**src/vbisc_pkg.sv**
```systemverilog
// Package for the slicer control register bank.
// Assumes the host reaches registers through a simple byte-wide register
// port decoded behind the I2C slave, in the clk domain.
package vbisc_pkg;

  // Register offsets
  localparam logic [7:0] ADDR_SOFT_ERR   = 8'hB3; // Soft error count, clear on read
  localparam logic [7:0] ADDR_COEFF_RD   = 8'hB6; // Filter coefficient readback
  localparam logic [7:0] ADDR_LEVEL_RD   = 8'hB7; // Slicer level readback
  localparam logic [7:0] ADDR_ACCU_CTRL  = 8'hC7; // Accumulator control
  localparam logic [7:0] ADDR_STD_SEL    = 8'hC9; // Service standard select

  // Accumulator control field positions
  localparam int ACC_RESET_BIT = 0; // One-shot accumulator clear
  localparam int ACC_DCDIS_BIT = 1; // DC accumulator disable
  localparam int ACC_ACDIS_BIT = 2; // AC and filter accumulator disable
  localparam int ACC_SOFTD_BIT = 3; // Soft correction disable
  localparam int ACC_ACAD_BIT  = 4; // AC adaption enable
  localparam int ACC_FLTAD_BIT = 5; // Filter adaption enable

  // Standard select field positions
  localparam int STD_TTX_BIT    = 0; // Teletext slicing
  localparam int STD_NTSC_BIT   = 1; // NTSC line timing
  localparam int STD_FULL_BIT   = 2; // Full-field operation
  localparam int STD_VPS_BIT    = 3; // VPS on line 16
  localparam int STD_WSS_BIT    = 4; // WSS on line 23
  localparam int STD_CC1_BIT    = 5; // Caption line 21 field 1
  localparam int STD_CC2_BIT    = 6; // Caption line 21 field 2
  localparam int STD_NOQUIT_BIT = 7; // Horizontal quit suppressed

  // Coefficient readback widening
  localparam int COEFF_SIGN_BIT = 5; // Sign of the six-bit coefficient
  localparam int COEFF_PAD      = 2; // Copies of the sign above it

  // Reset values (bit 0 is a command and never stored)
  localparam logic [7:0] ACC_CTRL_RST = 8'h34; // Adaption on, DC on, AC and filter off
  localparam logic [7:0] STD_SEL_RST  = 8'h0D; // Teletext, full field, VPS
  localparam logic [7:0] ACC_WR_MASK  = 8'h3E; // Stored bits of accumulator control
  localparam logic [7:0] CNT_MAX      = 8'hFF; // Saturation value of soft count
  localparam logic [7:0] CNT_ONE      = 8'h01; // Counter increment
  localparam logic [7:0] ZERO8        = 8'h00; // Cleared byte

  // Steering signals to the slicer core
  typedef struct packed {
    logic accClear;      // One-cycle pulse, clear DC, AC and filter accumulators
    logic dcRun;         // DC accumulator running
    logic acFltRun;      // AC and filter accumulators running (gated by line type)
    logic softCorrEn;    // Soft error correction active
    logic acAdaptEn;     // AC adaptive loop active
    logic fltAdaptEn;    // Filter adaptive loop active
  } vbisc_accu_t;

  typedef struct packed {
    logic ttxEnable;           // Teletext slicing
    logic ntscMode;            // 1 NTSC line timing, 0 PAL
    logic fullField;           // Full-field operation
    logic vpsEnable;           // VPS on line 16
    logic wssEnable;           // WSS on line 23
    logic cc_first_field_enable;  // Caption line 21 field 1
    logic cc_second_field_enable; // Caption line 21 field 2
    logic hQuitEnable;         // Horizontal quit generated
  } vbisc_std_t;

endpackage : vbisc_pkg

```
**src/vbisc_regs.sv**
```systemverilog
// Control and status register bank of the data slicer.
// Assumes a byte register port in the clk domain behind the I2C slave:
// regWr and regRd are one-cycle strobes, read data is valid the next cycle.
// Slicer core supplies coefficient, level, line type and correction events.
// Steering outputs follow a write by two edges, since they are registered; the accClear pulse follows by one edge.
// Control registers have no read path; the host must keep its own copy.

module vbisc_regs
  import vbisc_pkg::*;
(
  input  wire logic       clk,          // 100 MHz system clock
  input  wire logic       rst,          // Async reset, active high
  input  wire logic [7:0] regAddr,      // Register address
  input  wire logic [7:0] regWdata,     // Write data
  input  wire logic       regWr,        // Write strobe
  input  wire logic       regRd,        // Read strobe
  output logic      [7:0] regRdata,     // Read data, one cycle after strobe
  input  wire logic [5:0] coeffCur,     // Adapted filter coefficient
  input  wire logic [7:0] levelCur,     // Slicer level in effect
  input  wire logic       lineAcFlt,    // Current line is VPS, caption or WSS
  input  wire logic       softFixEvt,   // One byte repaired by soft correction
  output vbisc_accu_t     accuCtl,      // Accumulator steering
  output vbisc_std_t      stdCtl        // Service selection
);

  logic [7:0] accuReg;   // Stored accumulator control bits
  logic [7:0] stdReg;    // Stored standard select
  logic [7:0] softCount; // Soft error count

  // Exact byte compare; a partial decode would alias the sparse map
  function automatic logic addrIs(input logic [7:0] addr, input logic [7:0] target);
    return addr == target;
  endfunction : addrIs

  // Six-bit coefficient widened to the byte bus, sign kept
  function automatic logic [7:0] signExtCoeff(input logic [5:0] coeff);
    return {{COEFF_PAD{coeff[COEFF_SIGN_BIT]}}, coeff};
  endfunction : signExtCoeff

  // Written bits merged with fixed ones; command and reserved bits never stick
  function automatic logic [7:0] accuStore(input logic [7:0] wdata);
    return (wdata & ACC_WR_MASK) | (ACC_CTRL_RST & ~ACC_WR_MASK);
  endfunction : accuStore

  // Address decode
  wire hitAccu  = addrIs(regAddr, ADDR_ACCU_CTRL);
  wire hitStd   = addrIs(regAddr, ADDR_STD_SEL);
  wire hitSoft  = addrIs(regAddr, ADDR_SOFT_ERR);
  wire hitCoeff = addrIs(regAddr, ADDR_COEFF_RD);
  wire hitLevel = addrIs(regAddr, ADDR_LEVEL_RD);
  // Write and read qualifiers
  wire wrAccu   = regWr && hitAccu;
  wire wrStd    = regWr && hitStd;
  wire rdSoft   = regRd && hitSoft;
  // Clear command taken from data bit, never stored, so writing zero is a no-op
  wire clrCmd   = wrAccu && regWdata[ACC_RESET_BIT];

  // Read mux; write-only registers read as zero
  wire [7:0] rdMux = hitSoft  ? softCount :
                     hitCoeff ? signExtCoeff(coeffCur) :
                     hitLevel ? levelCur :
                     ZERO8;

  // Steering decode
  // Line type gates every AC and filter control, adaption included
  wire [7:0] next_accu = accuStore(regWdata); // Only bits 5:1 survive a write
  vbisc_accu_t next_accuCtl;
  vbisc_std_t  next_stdCtl;
  assign next_accuCtl.accClear   = clrCmd;
  assign next_accuCtl.dcRun      = !accuReg[ACC_DCDIS_BIT];
  assign next_accuCtl.acFltRun   = !accuReg[ACC_ACDIS_BIT] && lineAcFlt;
  assign next_accuCtl.softCorrEn = !accuReg[ACC_SOFTD_BIT];
  assign next_accuCtl.acAdaptEn  = accuReg[ACC_ACAD_BIT] && lineAcFlt;
  assign next_accuCtl.fltAdaptEn = accuReg[ACC_FLTAD_BIT] && lineAcFlt;
  // Standard bits pass straight through, quit enable inverted
  assign next_stdCtl.ttxEnable   = stdReg[STD_TTX_BIT];
  assign next_stdCtl.ntscMode    = stdReg[STD_NTSC_BIT];
  assign next_stdCtl.fullField   = stdReg[STD_FULL_BIT];
  assign next_stdCtl.vpsEnable   = stdReg[STD_VPS_BIT];
  assign next_stdCtl.wssEnable   = stdReg[STD_WSS_BIT];
  assign next_stdCtl.cc_first_field_enable  = stdReg[STD_CC1_BIT];
  assign next_stdCtl.cc_second_field_enable = stdReg[STD_CC2_BIT];
  assign next_stdCtl.hQuitEnable = !stdReg[STD_NOQUIT_BIT];

  // Stored control registers
  // Bit 0 of the accumulator byte is a command, masked before storage
  always_ff @(posedge clk or posedge rst) begin
    if (rst) begin
      accuReg <= ACC_CTRL_RST;
      stdReg  <= STD_SEL_RST;
    end else begin
      if (wrAccu) accuReg <= next_accu;
      if (wrStd)  stdReg  <= regWdata;
    end
  end

  // Registered outputs
  // Read data falls back to zero between reads, so a stale byte never looks fresh
  always_ff @(posedge clk or posedge rst) begin
    if (rst) begin
      regRdata <= ZERO8;
      accuCtl  <= '0;
      stdCtl   <= '0;
    end else begin
      regRdata <= regRd ? rdMux : ZERO8;
      accuCtl  <= next_accuCtl;
      stdCtl   <= next_stdCtl;
    end
  end

  // Soft error counter; only counts while correction is enabled
  // Events that arrive while correction is off are dropped, not held over
  vbisc_soft_counter u_softCnt (
    .clk      (clk),
    .rst      (rst),
    .countEvt (softFixEvt && accuCtl.softCorrEn),
    .readClr  (rdSoft),
    .count    (softCount)
  );
endmodule : vbisc_regs

```
**src/vbisc_soft_counter.sv**
```systemverilog
// Saturating soft error counter with clear on read.
// Assumes corrected-byte events are one-cycle pulses in the clk domain.
module vbisc_soft_counter
  import vbisc_pkg::*;
(
  input  wire logic       clk,       // System clock
  input  wire logic       rst,       // Async reset, active high
  input  wire logic       countEvt,  // One corrected byte
  input  wire logic       readClr,   // Host read of the counter
  output logic [7:0]      count      // Current count
);

  logic [7:0] next_count; // Next count value
  wire        atMax = (count == CNT_MAX); // Saturated

  // Event during a read cycle starts the new count at one, so it is not lost
  always_comb begin
    if (readClr) begin
      next_count = countEvt ? CNT_ONE : ZERO8;
    end else if (countEvt && !atMax) begin
      next_count = count + CNT_ONE;
    end else begin
      next_count = count; // Hold, including at 255
    end
  end

  // Counter register
  always_ff @(posedge clk or posedge rst) begin
    if (rst) begin
      count <= ZERO8;
    end else begin
      count <= next_count;
    end
  end
endmodule : vbisc_soft_counter

```
**config.mk**
```make
export PLATFORM = sky130hd
export DESIGN_NAME = vbisc_regs
export DESIGN_NICKNAME = d
export VERILOG_FILES = /design/src/vbisc_pkg.sv /design/src/vbisc_regs.sv /design/src/vbisc_soft_counter.sv
export SDC_FILE = /design/constraint.sdc
export NUM_CORES = 1
export LEC_CHECK = 0
export BUFFER_PORTS_ARGS = -buffer_cell sky130_fd_sc_hd__buf_2
export CORE_UTILIZATION = 53
export DETAILED_ROUTE_END_ITERATION = 8
export GPL_TIMING_DRIVEN = 0
export HOLD_SLACK_MARGIN = 0.03
export PLACE_DENSITY = 0.83
export SYNTH_ARGS = -nofsm -noshare
export SYNTH_HDL_FRONTEND = slang
export SYNTH_SLANG_ARGS = --single-unit
export TNS_END_PERCENT = 50
```
**constraint.sdc**
```tcl
create_clock -name clk -period 3.9 [get_ports clk]
set_input_delay 1.17 -clock clk [delete_from_list [all_inputs] [get_ports clk]]
set_output_delay 1.17 -clock clk [all_outputs]
set_load 0.005 [all_outputs]
```
**Yosys cells after proc, flatten, opt, wreduce, memory -nomap -nowiden**

Cells that the tools add are included.

- Add/subtract/negate cells: 1
- Eq/ne operators: 6
- Mux-type cells: 7
- Reductions and logical operators: 15

Operator list:

| cell | count |
|---|---|
| 8-bit == test, second input constant | 6 |
| 8-bit two-way mux | 6 |
| 1-bit logical AND | 9 |
| 8-bit by 1-bit adder with 8-bit output, second input constant | 1 |
| 1-bit logical NOT | 5 |
| 2-bit nonzero test | 1 |
| 1-bit two-way mux | 1 |

- Register bits after elaboration: 43
- Input bits: 36
- Output and inout bits: 22

**Depth between registers and ports, before layout**

Gate-level depths: netlist (run 1).

- Depth in word-level cells: 5
- Depth in mapped cells: 5
- Gate-level depth less buffers: 5

**Cells and area by module**

From an unflattened synthesis (run 1), not the netlist that was laid out.

- Cells, all modules: 148
- Area, all modules: 1954.4 um^2

By module, submodules not included:

| module | instances | cells each | area an instance (um^2) |
|---|---|---|---|
| vbisc_regs | 1 | 98 | 1422.6 |
| vbisc_soft_counter | 1 | 50 | 531.8 |

**Worst setup path after synthesis (run 1)**

Ideal clock, no wire load.

- Path type: input port to flip-flop
- From: in regAddr[5]
- To: reg stdReg[1]
- Setup time: 0.125 ns
- Data arrival time: 2.364 ns
- Data required time: 3.775 ns
- Path slack: 1.411 ns
- Cell stages on the path: 4
- Path buffers: 0
- Path through: and4bb_1 nand3_2 nor4b_4 mux2_2

- Cells in the longest elaborated chain, start to end: 2

Ends and longest elaborated chain:

| element | RTL line | text |
|---|---|---|
| from (decl) | vbisc_regs.sv:13 | `input wire logic [7:0] regAddr,` |
| 8-bit == test | vbisc_regs.sv:32 | `return addr == target;` |
| 1-bit logical AND | vbisc_regs.sv:53 | `wire wrStd = regWr && hitStd;` |
| to (signal assigned) | vbisc_regs.sv:93 | `if (wrStd) stdReg <= regWdata;` |
| to (decl) | vbisc_regs.sv:27 | `logic [7:0] stdReg;` |

Every way passes these cells.
A chain may end at the register's enable or synchronous reset.

**Worst setup path in the final report (run 1)**

- From: in regAddr[5]
- To: reg stdReg[5]

The elaborated chain is that of the path after synthesis.

==> out/summary.txt, run 1 <==
OUTCOME
---------------------------------------------------------------------------------
Run status .........................................................    completed

GRT
---------------------------------------------------------------------------------
GR Util All Layers .................................................        0.226
First-pass GRT wire length .........................................      5.72 mm
GRT Residual Overflow ..............................................            0
Initial antenna violation count ....................................            0
Via count of the first global-routing pass .........................        1,281
Largest net degree at the start of global routing ..................           44

DIE
---------------------------------------------------------------------------------
Area of the die ....................................................  0.00362 mm2
Initial core utilization ...........................................        0.574
Die span in x ......................................................      60.2 um
Height of the die ..................................................      60.2 um
Row Count ..........................................................           20
I/O pins ...........................................................           58
Core area ..........................................................  0.00313 mm2

CLOCK TREE
---------------------------------------------------------------------------------
# hold bufs at CTS .................................................            0
CTS tree ...........................................................        built
Num Clock Sinks ....................................................           43
Inserted Clock Buffers .............................................            5
Buffers inserted by post-CTS timing repair .........................            0
Number of levels in the clock H-tree ...............................            2
Clock slew seen by the registers of the worst setup and hold paths .      0.10 ns
Root buffer selected by CTS ........................................     clkbuf_4
Number of cells upsized or downsized after cts .....................            0
Clock latency on the worst-skew pair ...............................      0.35 ns
CTS Buffer Depth ...................................................            2

SETUP PATH
---------------------------------------------------------------------------------
WP data required ...................................................      4.14 ns
Startpoint of the most critical register-to-register path .......... u_softCnt.count[0]
Setup slack of the most critical reg-to-reg path ...................      2.22 ns
Cell with the largest stage delay on the worst path ................      nor4b_4
Reg-to-Reg End ..................................................... u_softCnt.count[0]
Crit Path Category ................................................. input pin to flip-flop
Critical path cell sequence ........................................ buf_2 > and4bb_1 > nand3_2 > nor4b_4 > mux2_2
Depth of the worst register-to-register path .......................            5
Critical path endpoint category ....................................    flip-flop
Maximum cell stage delay along the critical path ...................      0.61 ns
Worst Path Arrival .................................................      2.69 ns
Largest fanout of any net on the critical path .....................            8
Kind of launch point of the worst setup path .......................    input pin

POWER AND IR DROP
---------------------------------------------------------------------------------
Power Dens Cells ...................................................   397 mW/mm2
Max VDD drop .......................................................       296 uV
Total power ........................................................       868 uW
Reported leakage power .............................................   0.00109 uW

SYNTHESIS
---------------------------------------------------------------------------------
Post-synthesis register bit count ..................................           43
Sequential-to-total area share from yosys stat .....................        0.604
Compound-gate portion of the synthesized area ......................       0.0558
Multiplexer area fraction after synthesis ..........................        0.131
Average size of a mapped cell ......................................     12.8 um2
Synthesized net count ..............................................          177
Fraction of the mapped netlist area in simple logic gates ..........        0.158
Yosys cell types ...................................................           34
Mapped cell area ...................................................  0.00179 mm2
Adder-cell share of the synthesized area ...........................      0.00697
Cell count after synthesis .........................................          140
Number of synthesis warnings .......................................            0
Largest family of logic cells by synthesized area .................. simple AND/OR/NAND/NOR gates
Xor/xnor share of the synthesized area .............................       0.0244

WORST HOLD PATH
---------------------------------------------------------------------------------
Destination of the worst hold path .................................    stdCtl[3]
Hold Path Cell Cnt .................................................            0
Worst hold-check path type ......................................... flip-flop to flip-flop
Min-delay src ......................................................    stdReg[4]

DRT
---------------------------------------------------------------------------------
Number of antenna-violating nets in the routed design ..............            0
Vias ...............................................................        1,308
Vias per cell ......................................................         5.25
First-pass iteration count of the detailed router ..................            4
Average wire length per cell after detail routing ..................      14.4 um
DRC marker count from the first detailed-route iteration ...........           33
Post-detailed-route DRC marker count ...............................            0
Detailed Route WL ..................................................      3.60 mm

TIMING
---------------------------------------------------------------------------------
Headroom to the max-slew limit .....................................        0.427
Fin. max-slew vios .................................................            0
Time the worst path needs with I/O delays and setup ................      2.46 ns
Final cycle utilization of the critical path .......................        0.630
Hold Vio Cnt, Final ................................................            0
RSZ-0062 raised after global routing ...............................        false
Crit path setup slack, layout ......................................      1.44 ns
Setup-failing EPs final ............................................            0
Worst Tran Pin Value ...............................................     0.858 ns
Peak Freq ..........................................................      407 MHz
Sum Neg Setup Slack ................................................         0 ns
Worst clock skew ...................................................    0.0112 ns
Hold WS ............................................................     0.390 ns

CELLS AND AREA
---------------------------------------------------------------------------------
Commonest cells after routing, fill and taps aside ................. 58 x buf_2, 37 x dfrtp_1, 20 x mux2_2
Antenna diode count ................................................            0
Layout cell share with drive strength beyond 1 .....................        0.463
Most common cell after layout, fill and taps aside .................        buf_2
Final Net Count ....................................................          241
Layout-stage area growth over the synthesis result .................        21.8%

RUN
---------------------------------------------------------------------------------
Max-cap violation count ............................................            0

PLACED DESIGN
---------------------------------------------------------------------------------
Number of port buffers .............................................           57
Placer's final routability congestion estimate .....................        0.920
Worst Setup Slack post-DPL .........................................      1.04 ns
Placed wire-length estimate after detailed placement ...............      2.78 mm

area by class of cell:
class,instances,area (um2)
Multi-Input combinational cell,90,676
Sequential cell,43,1080
Clock inverter,1,5.00
Timing Repair Buffer,57,285
Tap cell,44,55.1
Fill cell,217,943
Inverter,4,15.0
Buffer,3,20.0
Clock buffer,7,45.0
sequential cells by signal, indices dropped and copies added (netlist names):
signal,cells
u_softCnt.count,8
stdReg,8
accuReg,5
accuCtl,6
regRdata,8
stdCtl,8
worst max path at each step:
stage / startpoint / to / cells past startpoint
6_report: regAddr[5] / stdReg[5] / 5
5_1_grt: regAddr[5] / stdReg[5] / 5
3_3_place_gp: regAddr[5] / stdReg[7] / 5
3_5_place_dp: regAddr[5] / stdReg[5] / 5
4_1_cts: regAddr[5] / stdReg[5] / 5
2_1_floorplan: regAddr[5] / stdReg[1] / 4
routing by layer:
metal | track usage | vias to the layer above | routed length (um)
met1 | 0.266 | 617 | 1440
met3 | 0.0584 | 12 | 210
li1 | - | 623 | -
met4 | 0.126 | 0 | 89
met2 | 0.372 | 56 | 1860
met5 | 0 | - | 0
power by group:
part / total (uW) / leakage, uW / internal (uW) / switching, uW
sequential: 530 / 0.000549 / 486 / 44.2
clock: 201 / 0.0000293 / 70.3 / 131
combinational: 137 / 0.000508 / 70.8 / 65.7
total: 868 / 0.00109 / 627 / 241
metrics by stage:
stage / area [um2] / utilization / cells
final: 2180 / 0.698 / 249
after detailed placement: 2130 / 0.682 / 241
after CTS: 2180 / 0.698 / 249
after global placement: 2130 / 0.682 / 241
after floorplan: 1790 / - / 140
after global routing: 2180 / 0.698 / 249
kinds of logic (layout without fill, tap and decap cells):
group           after synthesis  count (layout)
simple gates                 48              48
flops                        43              43
mux                          21              21
compound gates               15              15
buf+inv                       7              72
xor+xnor                      5               5
fa+ha+maj                     1               1
synthesized netlist by cell type (all sizes together):
| library cell | instances | area [um2] |
|---|---|---|
| nand4 | 2 | 12.5 |
| dfrtp | 37 | 926 |
| nor4b | 1 | 23.8 |
| and3b | 2 | 17.5 |
| nand2 | 7 | 26.3 |
| dfstp | 6 | 158 |
| nand2b | 2 | 12.5 |
| o21ai | 1 | 5.00 |
| a21oi | 5 | 25.0 |
| nor2 | 14 | 52.6 |
| or3 | 2 | 12.5 |
| buf | 2 | 16.3 |
| inv | 4 | 15.0 |
| ha | 1 | 12.5 |
| mux2i | 1 | 10.0 |
| nor2b | 4 | 25.0 |
| a211oi | 1 | 7.51 |
| xnor2 | 4 | 35.0 |
| a2111oi | 1 | 8.76 |
| o21bai | 1 | 7.51 |
| nor3 | 3 | 15.0 |
| and4 | 1 | 8.76 |
| clkbuf | 1 | 3.75 |
| nand4b | 1 | 8.76 |
| mux2 | 20 | 225 |
| o2111ai | 1 | 8.76 |
| a22oi | 5 | 37.5 |
| nand3 | 4 | 25.0 |
| nor3b | 1 | 12.5 |
| and4bb | 1 | 12.5 |
| xor2 | 1 | 8.76 |
| and2 | 3 | 18.8 |
worst max-delay path: cells and delay by family:
family                 cells  cell delay [ns]
and+or+nand+nor            3             1.00
buffers and inverters      1             0.10
muxes                      1             0.41
Power figures use the tool's default switching activity.
==> run 2: changes to the inputs <==
Settings changed: CORE_UTILIZATION 53 to 45, PLACE_DENSITY 0.83 to 0.75.
Clock period 3.9 ns to 2.1 ns, I/O delays scaled along.
==> run 2 against run 1 <==
  * Via count shrank 0.84%
  * Utilization down 11 points
  * First-iteration DRC count increased by 100%
  * Non-clock buffer count is the same
  * Cell count grew 1.6%
  * Count of clock-buffer cells in the layout stayed put
  * Combinational power increased by 85%
  * Clock skew is 0.0075 ns lower
  * Critical path depth did not move
  * Global-route usage shrank 3.6 points
  * Die area up 17%
  * Critical path type unchanged
  * Largest cell class unchanged
==> out/summary.txt, run 2 (synthesized netlist as in run 1, its figures left out) <==
GRT
---------------------------------------------------------------------------------
GRT Residual Overflow ..............................................            0   unchanged
Initial antenna violation count ....................................            0   unchanged
Via count of the first global-routing pass .........................        1,380   +7.7%
First-pass GRT wire length .........................................      5.92 mm   +3.5%
GR Util All Layers .................................................        0.190   -0.0356
Largest net degree at the start of global routing ..................           44   unchanged

CLOCK TREE
---------------------------------------------------------------------------------
# hold bufs at CTS .................................................            0   unchanged
CTS tree ...........................................................        built
CTS Buffer Depth ...................................................            2   unchanged
Number of cells upsized or downsized after cts .....................            0   unchanged
Number of levels in the clock H-tree ...............................            2   unchanged
Clock slew seen by the registers of the worst setup and hold paths .      0.07 ns   -0.03 ns
Clock latency on the worst-skew pair ...............................      0.29 ns   -0.06 ns
Buffers inserted by post-CTS timing repair .........................            0   unchanged
Inserted Clock Buffers .............................................            5   unchanged
Root buffer selected by CTS ........................................     clkbuf_8
Num Clock Sinks ....................................................           43   unchanged

WORST HOLD PATH
---------------------------------------------------------------------------------
Destination of the worst hold path .................................    stdCtl[1]
Min-delay src ......................................................    stdReg[6]
Worst hold-check path type ......................................... flip-flop to flip-flop
Hold Path Cell Cnt .................................................            0   unchanged

DRT
---------------------------------------------------------------------------------
First-pass iteration count of the detailed router ..................            4   unchanged
Number of antenna-violating nets in the routed design ..............            0   unchanged
DRC marker count from the first detailed-route iteration ...........           67   +100%
Vias per cell ......................................................         5.13   -2.4%
Post-detailed-route DRC marker count ...............................            0   unchanged
Detailed Route WL ..................................................      3.58 mm   -0.56%
Vias ...............................................................        1,297   -0.84%
Average wire length per cell after detail routing ..................      14.1 um   -2.1%

PLACED DESIGN
---------------------------------------------------------------------------------
Worst Setup Slack post-DPL .........................................    -0.139 ns   -1.18 ns
Placed wire-length estimate after detailed placement ...............      2.70 mm   -2.9%
Placer's final routability congestion estimate .....................        0.770   -16%
Number of port buffers .............................................           57   unchanged

DIE
---------------------------------------------------------------------------------
Die span in x ......................................................      65.1 um   +8.2%
Core area ..........................................................  0.00374 mm2   +20%
Height of the die ..................................................      65.1 um   +8.2%
Initial core utilization ...........................................        0.479   -0.0943
Area of the die ....................................................  0.00424 mm2   +17%
I/O pins ...........................................................           58   unchanged
Row Count ..........................................................           22   +10%

POWER AND IR DROP
---------------------------------------------------------------------------------
Internal power .....................................................      1270 uW   +100%
Switching power ....................................................       469 uW   +95%
Fraction of power consumed by the clock network ....................        0.288   +0.056
Net Sw Frac ........................................................        0.270   -0.00729
Reported leakage power .............................................   0.00110 uW   +1.2%
Power Dens Cells ...................................................   782 mW/mm2   +97%
Max VDD drop .......................................................       448 uV   +52%
Fraction of power consumed by sequential logic .....................        0.566   -0.045
Combinational share of power .......................................        0.146   -0.011
Total power ........................................................      1740 uW   +100%

CELLS AND AREA
---------------------------------------------------------------------------------
Commonest cells after routing, fill and taps aside ................. 58 x buf_2, 37 x dfrtp_1, 20 x mux2_2
Layout cell share with drive strength beyond 1 .....................        0.463   unchanged
Fill cell count ....................................................          351   +62%
Sequential cell area ...............................................  0.00108 mm2   unchanged
Combined area of the multi-input logic cells .......................      676 um2   unchanged
Post-layout utilization of the core ................................        0.593   -0.105
Layout-stage area growth over the synthesis result .................        23.8%
Antenna diode count ................................................            0   unchanged
Most common cell after layout, fill and taps aside .................        buf_2
Final Net Count ....................................................          241   unchanged

RUN
---------------------------------------------------------------------------------
Max-cap violation count ............................................            0   unchanged

SETUP PATH
---------------------------------------------------------------------------------
Depth of the worst register-to-register path .......................            5   unchanged
Crit Path Category ................................................. input pin to flip-flop
Critical path endpoint category ....................................    flip-flop
Reg-to-Reg End ..................................................... u_softCnt.count[0]
Kind of launch point of the worst setup path .......................    input pin
Setup slack of the most critical reg-to-reg path ...................      0.44 ns   -1.78 ns
Startpoint of the most critical register-to-register path .......... u_softCnt.count[0]
Worst Path Arrival .................................................      2.08 ns   -0.61 ns
Largest fanout of any net on the critical path .....................            8   unchanged
WP data required ...................................................      2.28 ns   -1.86 ns

OUTCOME
---------------------------------------------------------------------------------
Run status .........................................................    completed

TIMING
---------------------------------------------------------------------------------
Crit path setup slack, layout ......................................     0.197 ns   -1.25 ns
Time the worst path needs with I/O delays and setup ................      1.90 ns
Fin. max-slew vios .................................................            0   unchanged
Worst Tran Pin Value ...............................................     0.856 ns   -0.00261 ns
Hold WS ............................................................     0.385 ns   -0.00558 ns
Worst clock skew ...................................................   0.00368 ns   -0.00752 ns
Peak Freq ..........................................................      525 MHz
Hold Vio Cnt, Final ................................................            0   unchanged
Headroom to the max-slew limit .....................................        0.429   +0.00174
Final cycle utilization of the critical path .......................        0.906
RSZ-0062 raised after global routing ...............................        false
Setup-failing EPs final ............................................            0   unchanged
Sum Neg Setup Slack ................................................         0 ns   unchanged

==> run 2: area by class of cell <==
class                      instances  area share
buffer                             3     0.00901
timing repair buffer              57       0.128
sequential                        43       0.488
inverter                           4     0.00676
multi-input combinational         90       0.304
tap                               48      0.0270
clock buffer                       7      0.0344
clock inverter                     1     0.00225
==> run 2: worst max-delay path by stage <==
stage,depth (start not counted),start,to
finish,5,regAddr[5],stdReg[5]
floorplan,4,regAddr[5],stdReg[1]
global route,5,regAddr[5],stdReg[5]
detailed placement,5,regAddr[5],stdReg[5]
CTS,5,regAddr[5],stdReg[5]
global placement,5,regAddr[5],stdReg[6]
==> run 2: worst max-delay path, cell delays in order <==
cell and delay (ns):
buf_2 0.10, and4bb_1 0.27, nand3_2 0.11, nor4b_4 0.56, mux2_2 0.40
==> run 2: layer usage <==
layer	track usage	share of wire
met5	0	0
met4	0.0897	0.013
met2	0.322	0.49
met3	0.0556	0.074
met1	0.221	0.42
==> run 2: through the flow <==
step,std cells,area (um2)
detailed placement,245,2140
finish,253,2220
global route,253,2220
CTS,253,2220
global placement,245,2140
floorplan,140,1790
==> run 2: power groups by stage <==
stage / Combinational (uW) / Clock [uW] / Sequential [uW]
2_1_floorplan: 170 / 0 / 974
3_3_place_gp: 240 / 0 / 990
3_5_place_dp: 254 / 0 / 997
4_1_cts: 257 / 515 / 982
5_1_grt: 282 / 541 / 993
6_report: 253 / 500 / 983
==> run 3: changes to the inputs <==
Settings changed: CORE_UTILIZATION 45 to 50, PLACE_DENSITY 0.75 to 0.79.
Clock period 2.1 ns to 1.85 ns, I/O delays scaled along.
==> run 3 against run 2 <==
  * Register-to-register slack lost 0.23 ns
  * Sequential cell count is the same
  * First-iteration DRC count shrank 18%
  * Combinational power grew 13%
  * Utilization grew 6.7 points
  * Sequential share of layout area shrank 0.38 points
  * Setup slack lost 0.13 ns
  * Largest cell class unchanged
  * Largest power group unchanged
  * Highest routed layer unchanged
==> out/summary.txt, run 3 (synthesized netlist as in run 1, its figures left out) <==
OUTCOME
---------------------------------------------------------------------------------
Run status .........................................................    completed

PLACED DESIGN
---------------------------------------------------------------------------------
Number of placed cells counting well taps ..........................          243   -0.82%
Placer's final routability congestion estimate .....................        0.767   -0.44%
Number of port buffers .............................................           57   unchanged
Placed wire-length estimate after detailed placement ...............      2.61 mm   -3.4%

DIE
---------------------------------------------------------------------------------
Initial core utilization ...........................................        0.529   +0.0501
Height of the die ..................................................      61.9 um   -5.0%
Core area ..........................................................  0.00339 mm2   -9.5%
Row Count ..........................................................           21   -4.5%
Die span in x ......................................................      61.9 um   -5.0%
I/O pins ...........................................................           58   unchanged
Area of the die ....................................................  0.00383 mm2   -9.7%

DRT
---------------------------------------------------------------------------------
First-pass iteration count of the detailed router ..................            4   unchanged
Vias ...............................................................        1,301   +0.31%
Number of antenna-violating nets in the routed design ..............            0   unchanged
Detailed Route WL ..................................................      3.47 mm   -3.0%
Average wire length per cell after detail routing ..................      13.8 um   -2.2%
Post-detailed-route DRC marker count ...............................            0   unchanged
DRC marker count from the first detailed-route iteration ...........           55   -18%
Vias per cell ......................................................         5.18   +1.1%

CELLS AND AREA
---------------------------------------------------------------------------------
Final Net Count ....................................................          241   unchanged
Most common cell after layout, fill and taps aside .................        buf_2
Layout-stage area growth over the synthesis result .................        24.8%
Commonest cells after routing, fill and taps aside ................. 58 x buf_2, 37 x dfrtp_1, 20 x mux2_2
Layout cell share with drive strength beyond 1 .....................        0.468   +0.00488
Antenna diode count ................................................            0   unchanged
Final Instance Count excl. Fillers .................................          251   -0.79%
Fill cell count ....................................................          262   -25%

TIMING
---------------------------------------------------------------------------------
RSZ-0062 raised after global routing ...............................        false
Peak Freq ..........................................................      561 MHz
Sum Neg Setup Slack ................................................         0 ns   unchanged
Setup-failing EPs final ............................................            0   unchanged
Headroom to the max-slew limit .....................................        0.413   -0.0155
Worst Tran Pin Value ...............................................     0.879 ns   +0.0232 ns
Fin. max-slew vios .................................................            0   unchanged
Time the worst path needs with I/O delays and setup ................      1.78 ns
Worst clock skew ...................................................    0.0152 ns   +0.0115 ns
Final cycle utilization of the critical path .......................        0.963
Hold Vio Cnt, Final ................................................            0   unchanged

SETUP PATH
---------------------------------------------------------------------------------
Crit Path Category ................................................. input pin to flip-flop
Setup slack of the most critical reg-to-reg path ...................      0.21 ns   -0.23 ns
Largest fanout of any net on the critical path .....................            8   unchanged
Buffer and inverter count on the worst path ........................            1   unchanged
Worst Path Arrival .................................................      2.02 ns   -0.06 ns
WP data required ...................................................      2.09 ns   -0.19 ns
Critical path cell sequence ........................................ buf_2 > and4bb_1 > nand3_2 > nor4b_4 > mux2_2
Cell with the largest stage delay on the worst path ................      nor4b_4
CP top delay family ................................................ simple AND/OR/NAND/NOR gates
Critical path endpoint category ....................................    flip-flop
Startpoint of the most critical register-to-register path .......... u_softCnt.count[0]
Reg-to-Reg End ..................................................... u_softCnt.count[0]
Maximum cell stage delay along the critical path ...................      0.57 ns   about the same
Depth of the worst register-to-register path .......................            5   unchanged
Kind of launch point of the worst setup path .......................    input pin

GRT
---------------------------------------------------------------------------------
Largest net degree at the start of global routing ..................           44   unchanged
GR Util All Layers .................................................        0.205   +0.0151
GRT Residual Overflow ..............................................            0   unchanged
First-pass GRT wire length .........................................      5.46 mm   -7.7%
Initial antenna violation count ....................................            0   unchanged
Via count of the first global-routing pass .........................        1,242   -10%

CLOCK TREE
---------------------------------------------------------------------------------
Root buffer selected by CTS ........................................     clkbuf_4
Inserted Clock Buffers .............................................            5   unchanged
Buffers inserted by post-CTS timing repair .........................            0   unchanged
Clock latency on the worst-skew pair ...............................      0.35 ns   +0.06 ns
CTS Buffer Depth ...................................................            2   unchanged
Num Clock Sinks ....................................................           43   unchanged
Number of cells upsized or downsized after cts .....................            0   unchanged
Clock slew seen by the registers of the worst setup and hold paths .      0.12 ns   +0.05 ns
Number of levels in the clock H-tree ...............................            2   unchanged
CTS tree ...........................................................        built
# hold bufs at CTS .................................................            0   unchanged

POWER AND IR DROP
---------------------------------------------------------------------------------
Max VDD drop .......................................................       621 uV   +39%
Power Dens Cells ...................................................   944 mW/mm2   +21%
Reported leakage power .............................................   0.00111 uW   +0.93%
Total power ........................................................      2110 uW   +22%

RUN
---------------------------------------------------------------------------------
Max-cap violation count ............................................            0   unchanged

WORST HOLD PATH
---------------------------------------------------------------------------------
Worst hold-check path type ......................................... input pin to async pin

[run 3: cell type report]
cell class | count | area [um2] | area share
Buffer | 3 | 20.0 | 0.00894
Clock buffer | 6 | 41.3 | 0.0184
Clock inverter | 2 | 60.1 | 0.0268
Inverter | 4 | 15.0 | 0.00671
Multi-Input combinational cell | 90 | 676 | 0.302
Sequential cell | 43 | 1080 | 0.484
Tap cell | 46 | 57.6 | 0.0257
Timing Repair Buffer | 57 | 285 | 0.127
[run 3: per-stage QoR]
stage / cell area [um2] / worst slack [ns] / hold slack, ns / util
after floorplan: 1790 / -0.0240 / 0.350 / -
after global placement: 2140 / -0.290 / 0.355 / 0.630
after detailed placement: 2140 / -0.313 / 0.370 / 0.630
after CTS: 2240 / 0.0596 / 0.391 / 0.660
after global routing: 2240 / 0.0215 / 0.406 / 0.660
final: 2240 / 0.0685 / 0.381 / 0.660
[run 3: worst reg2reg max path, delay by kind of cell, from the launching register on]
kind,cells,cell delay [ns]
AND/OR/NAND/NOR,3,0.69
adder cells (fa/ha/maj),1,0.27
flip-flops,1,0.44
AO/OA/AOI/OAI,1,0.13
[run 3: worst max-delay path by stage]
| stage | startpoint | endpoint | slack, ns | cells after the start |
|---|---|---|---|---|
| 3_5_place_dp | regAddr[5] | stdReg[6] | -0.31 | 5 |
| 6_report | regAddr[5] | stdReg[4] | 0.07 | 5 |
| 3_3_place_gp | regAddr[5] | stdReg[5] | -0.29 | 5 |
| 4_1_cts | regAddr[5] | stdReg[4] | 0.06 | 5 |
| 5_1_grt | regAddr[5] | stdReg[4] | 0.02 | 5 |
| 2_1_floorplan | regAddr[5] | stdReg[1] | -0.02 | 4 |
[run 3: per-layer routing]
layer / part of all wire / vias to the layer above / GRT usage
li1: - / 618 / -
met3: 0.068 / 6 / 0.0683
met4: 0.015 / 0 / 0.0921
met2: 0.48 / 54 / 0.307
met1: 0.44 / 623 / 0.273
met5: 0 / - / 0
[run 3: power by group]
part           leakage [uW]  switching (uW)  internal, uW
logic              0.000508             138           148
registers          0.000549            88.0          1030
clock network     0.0000525             291           422
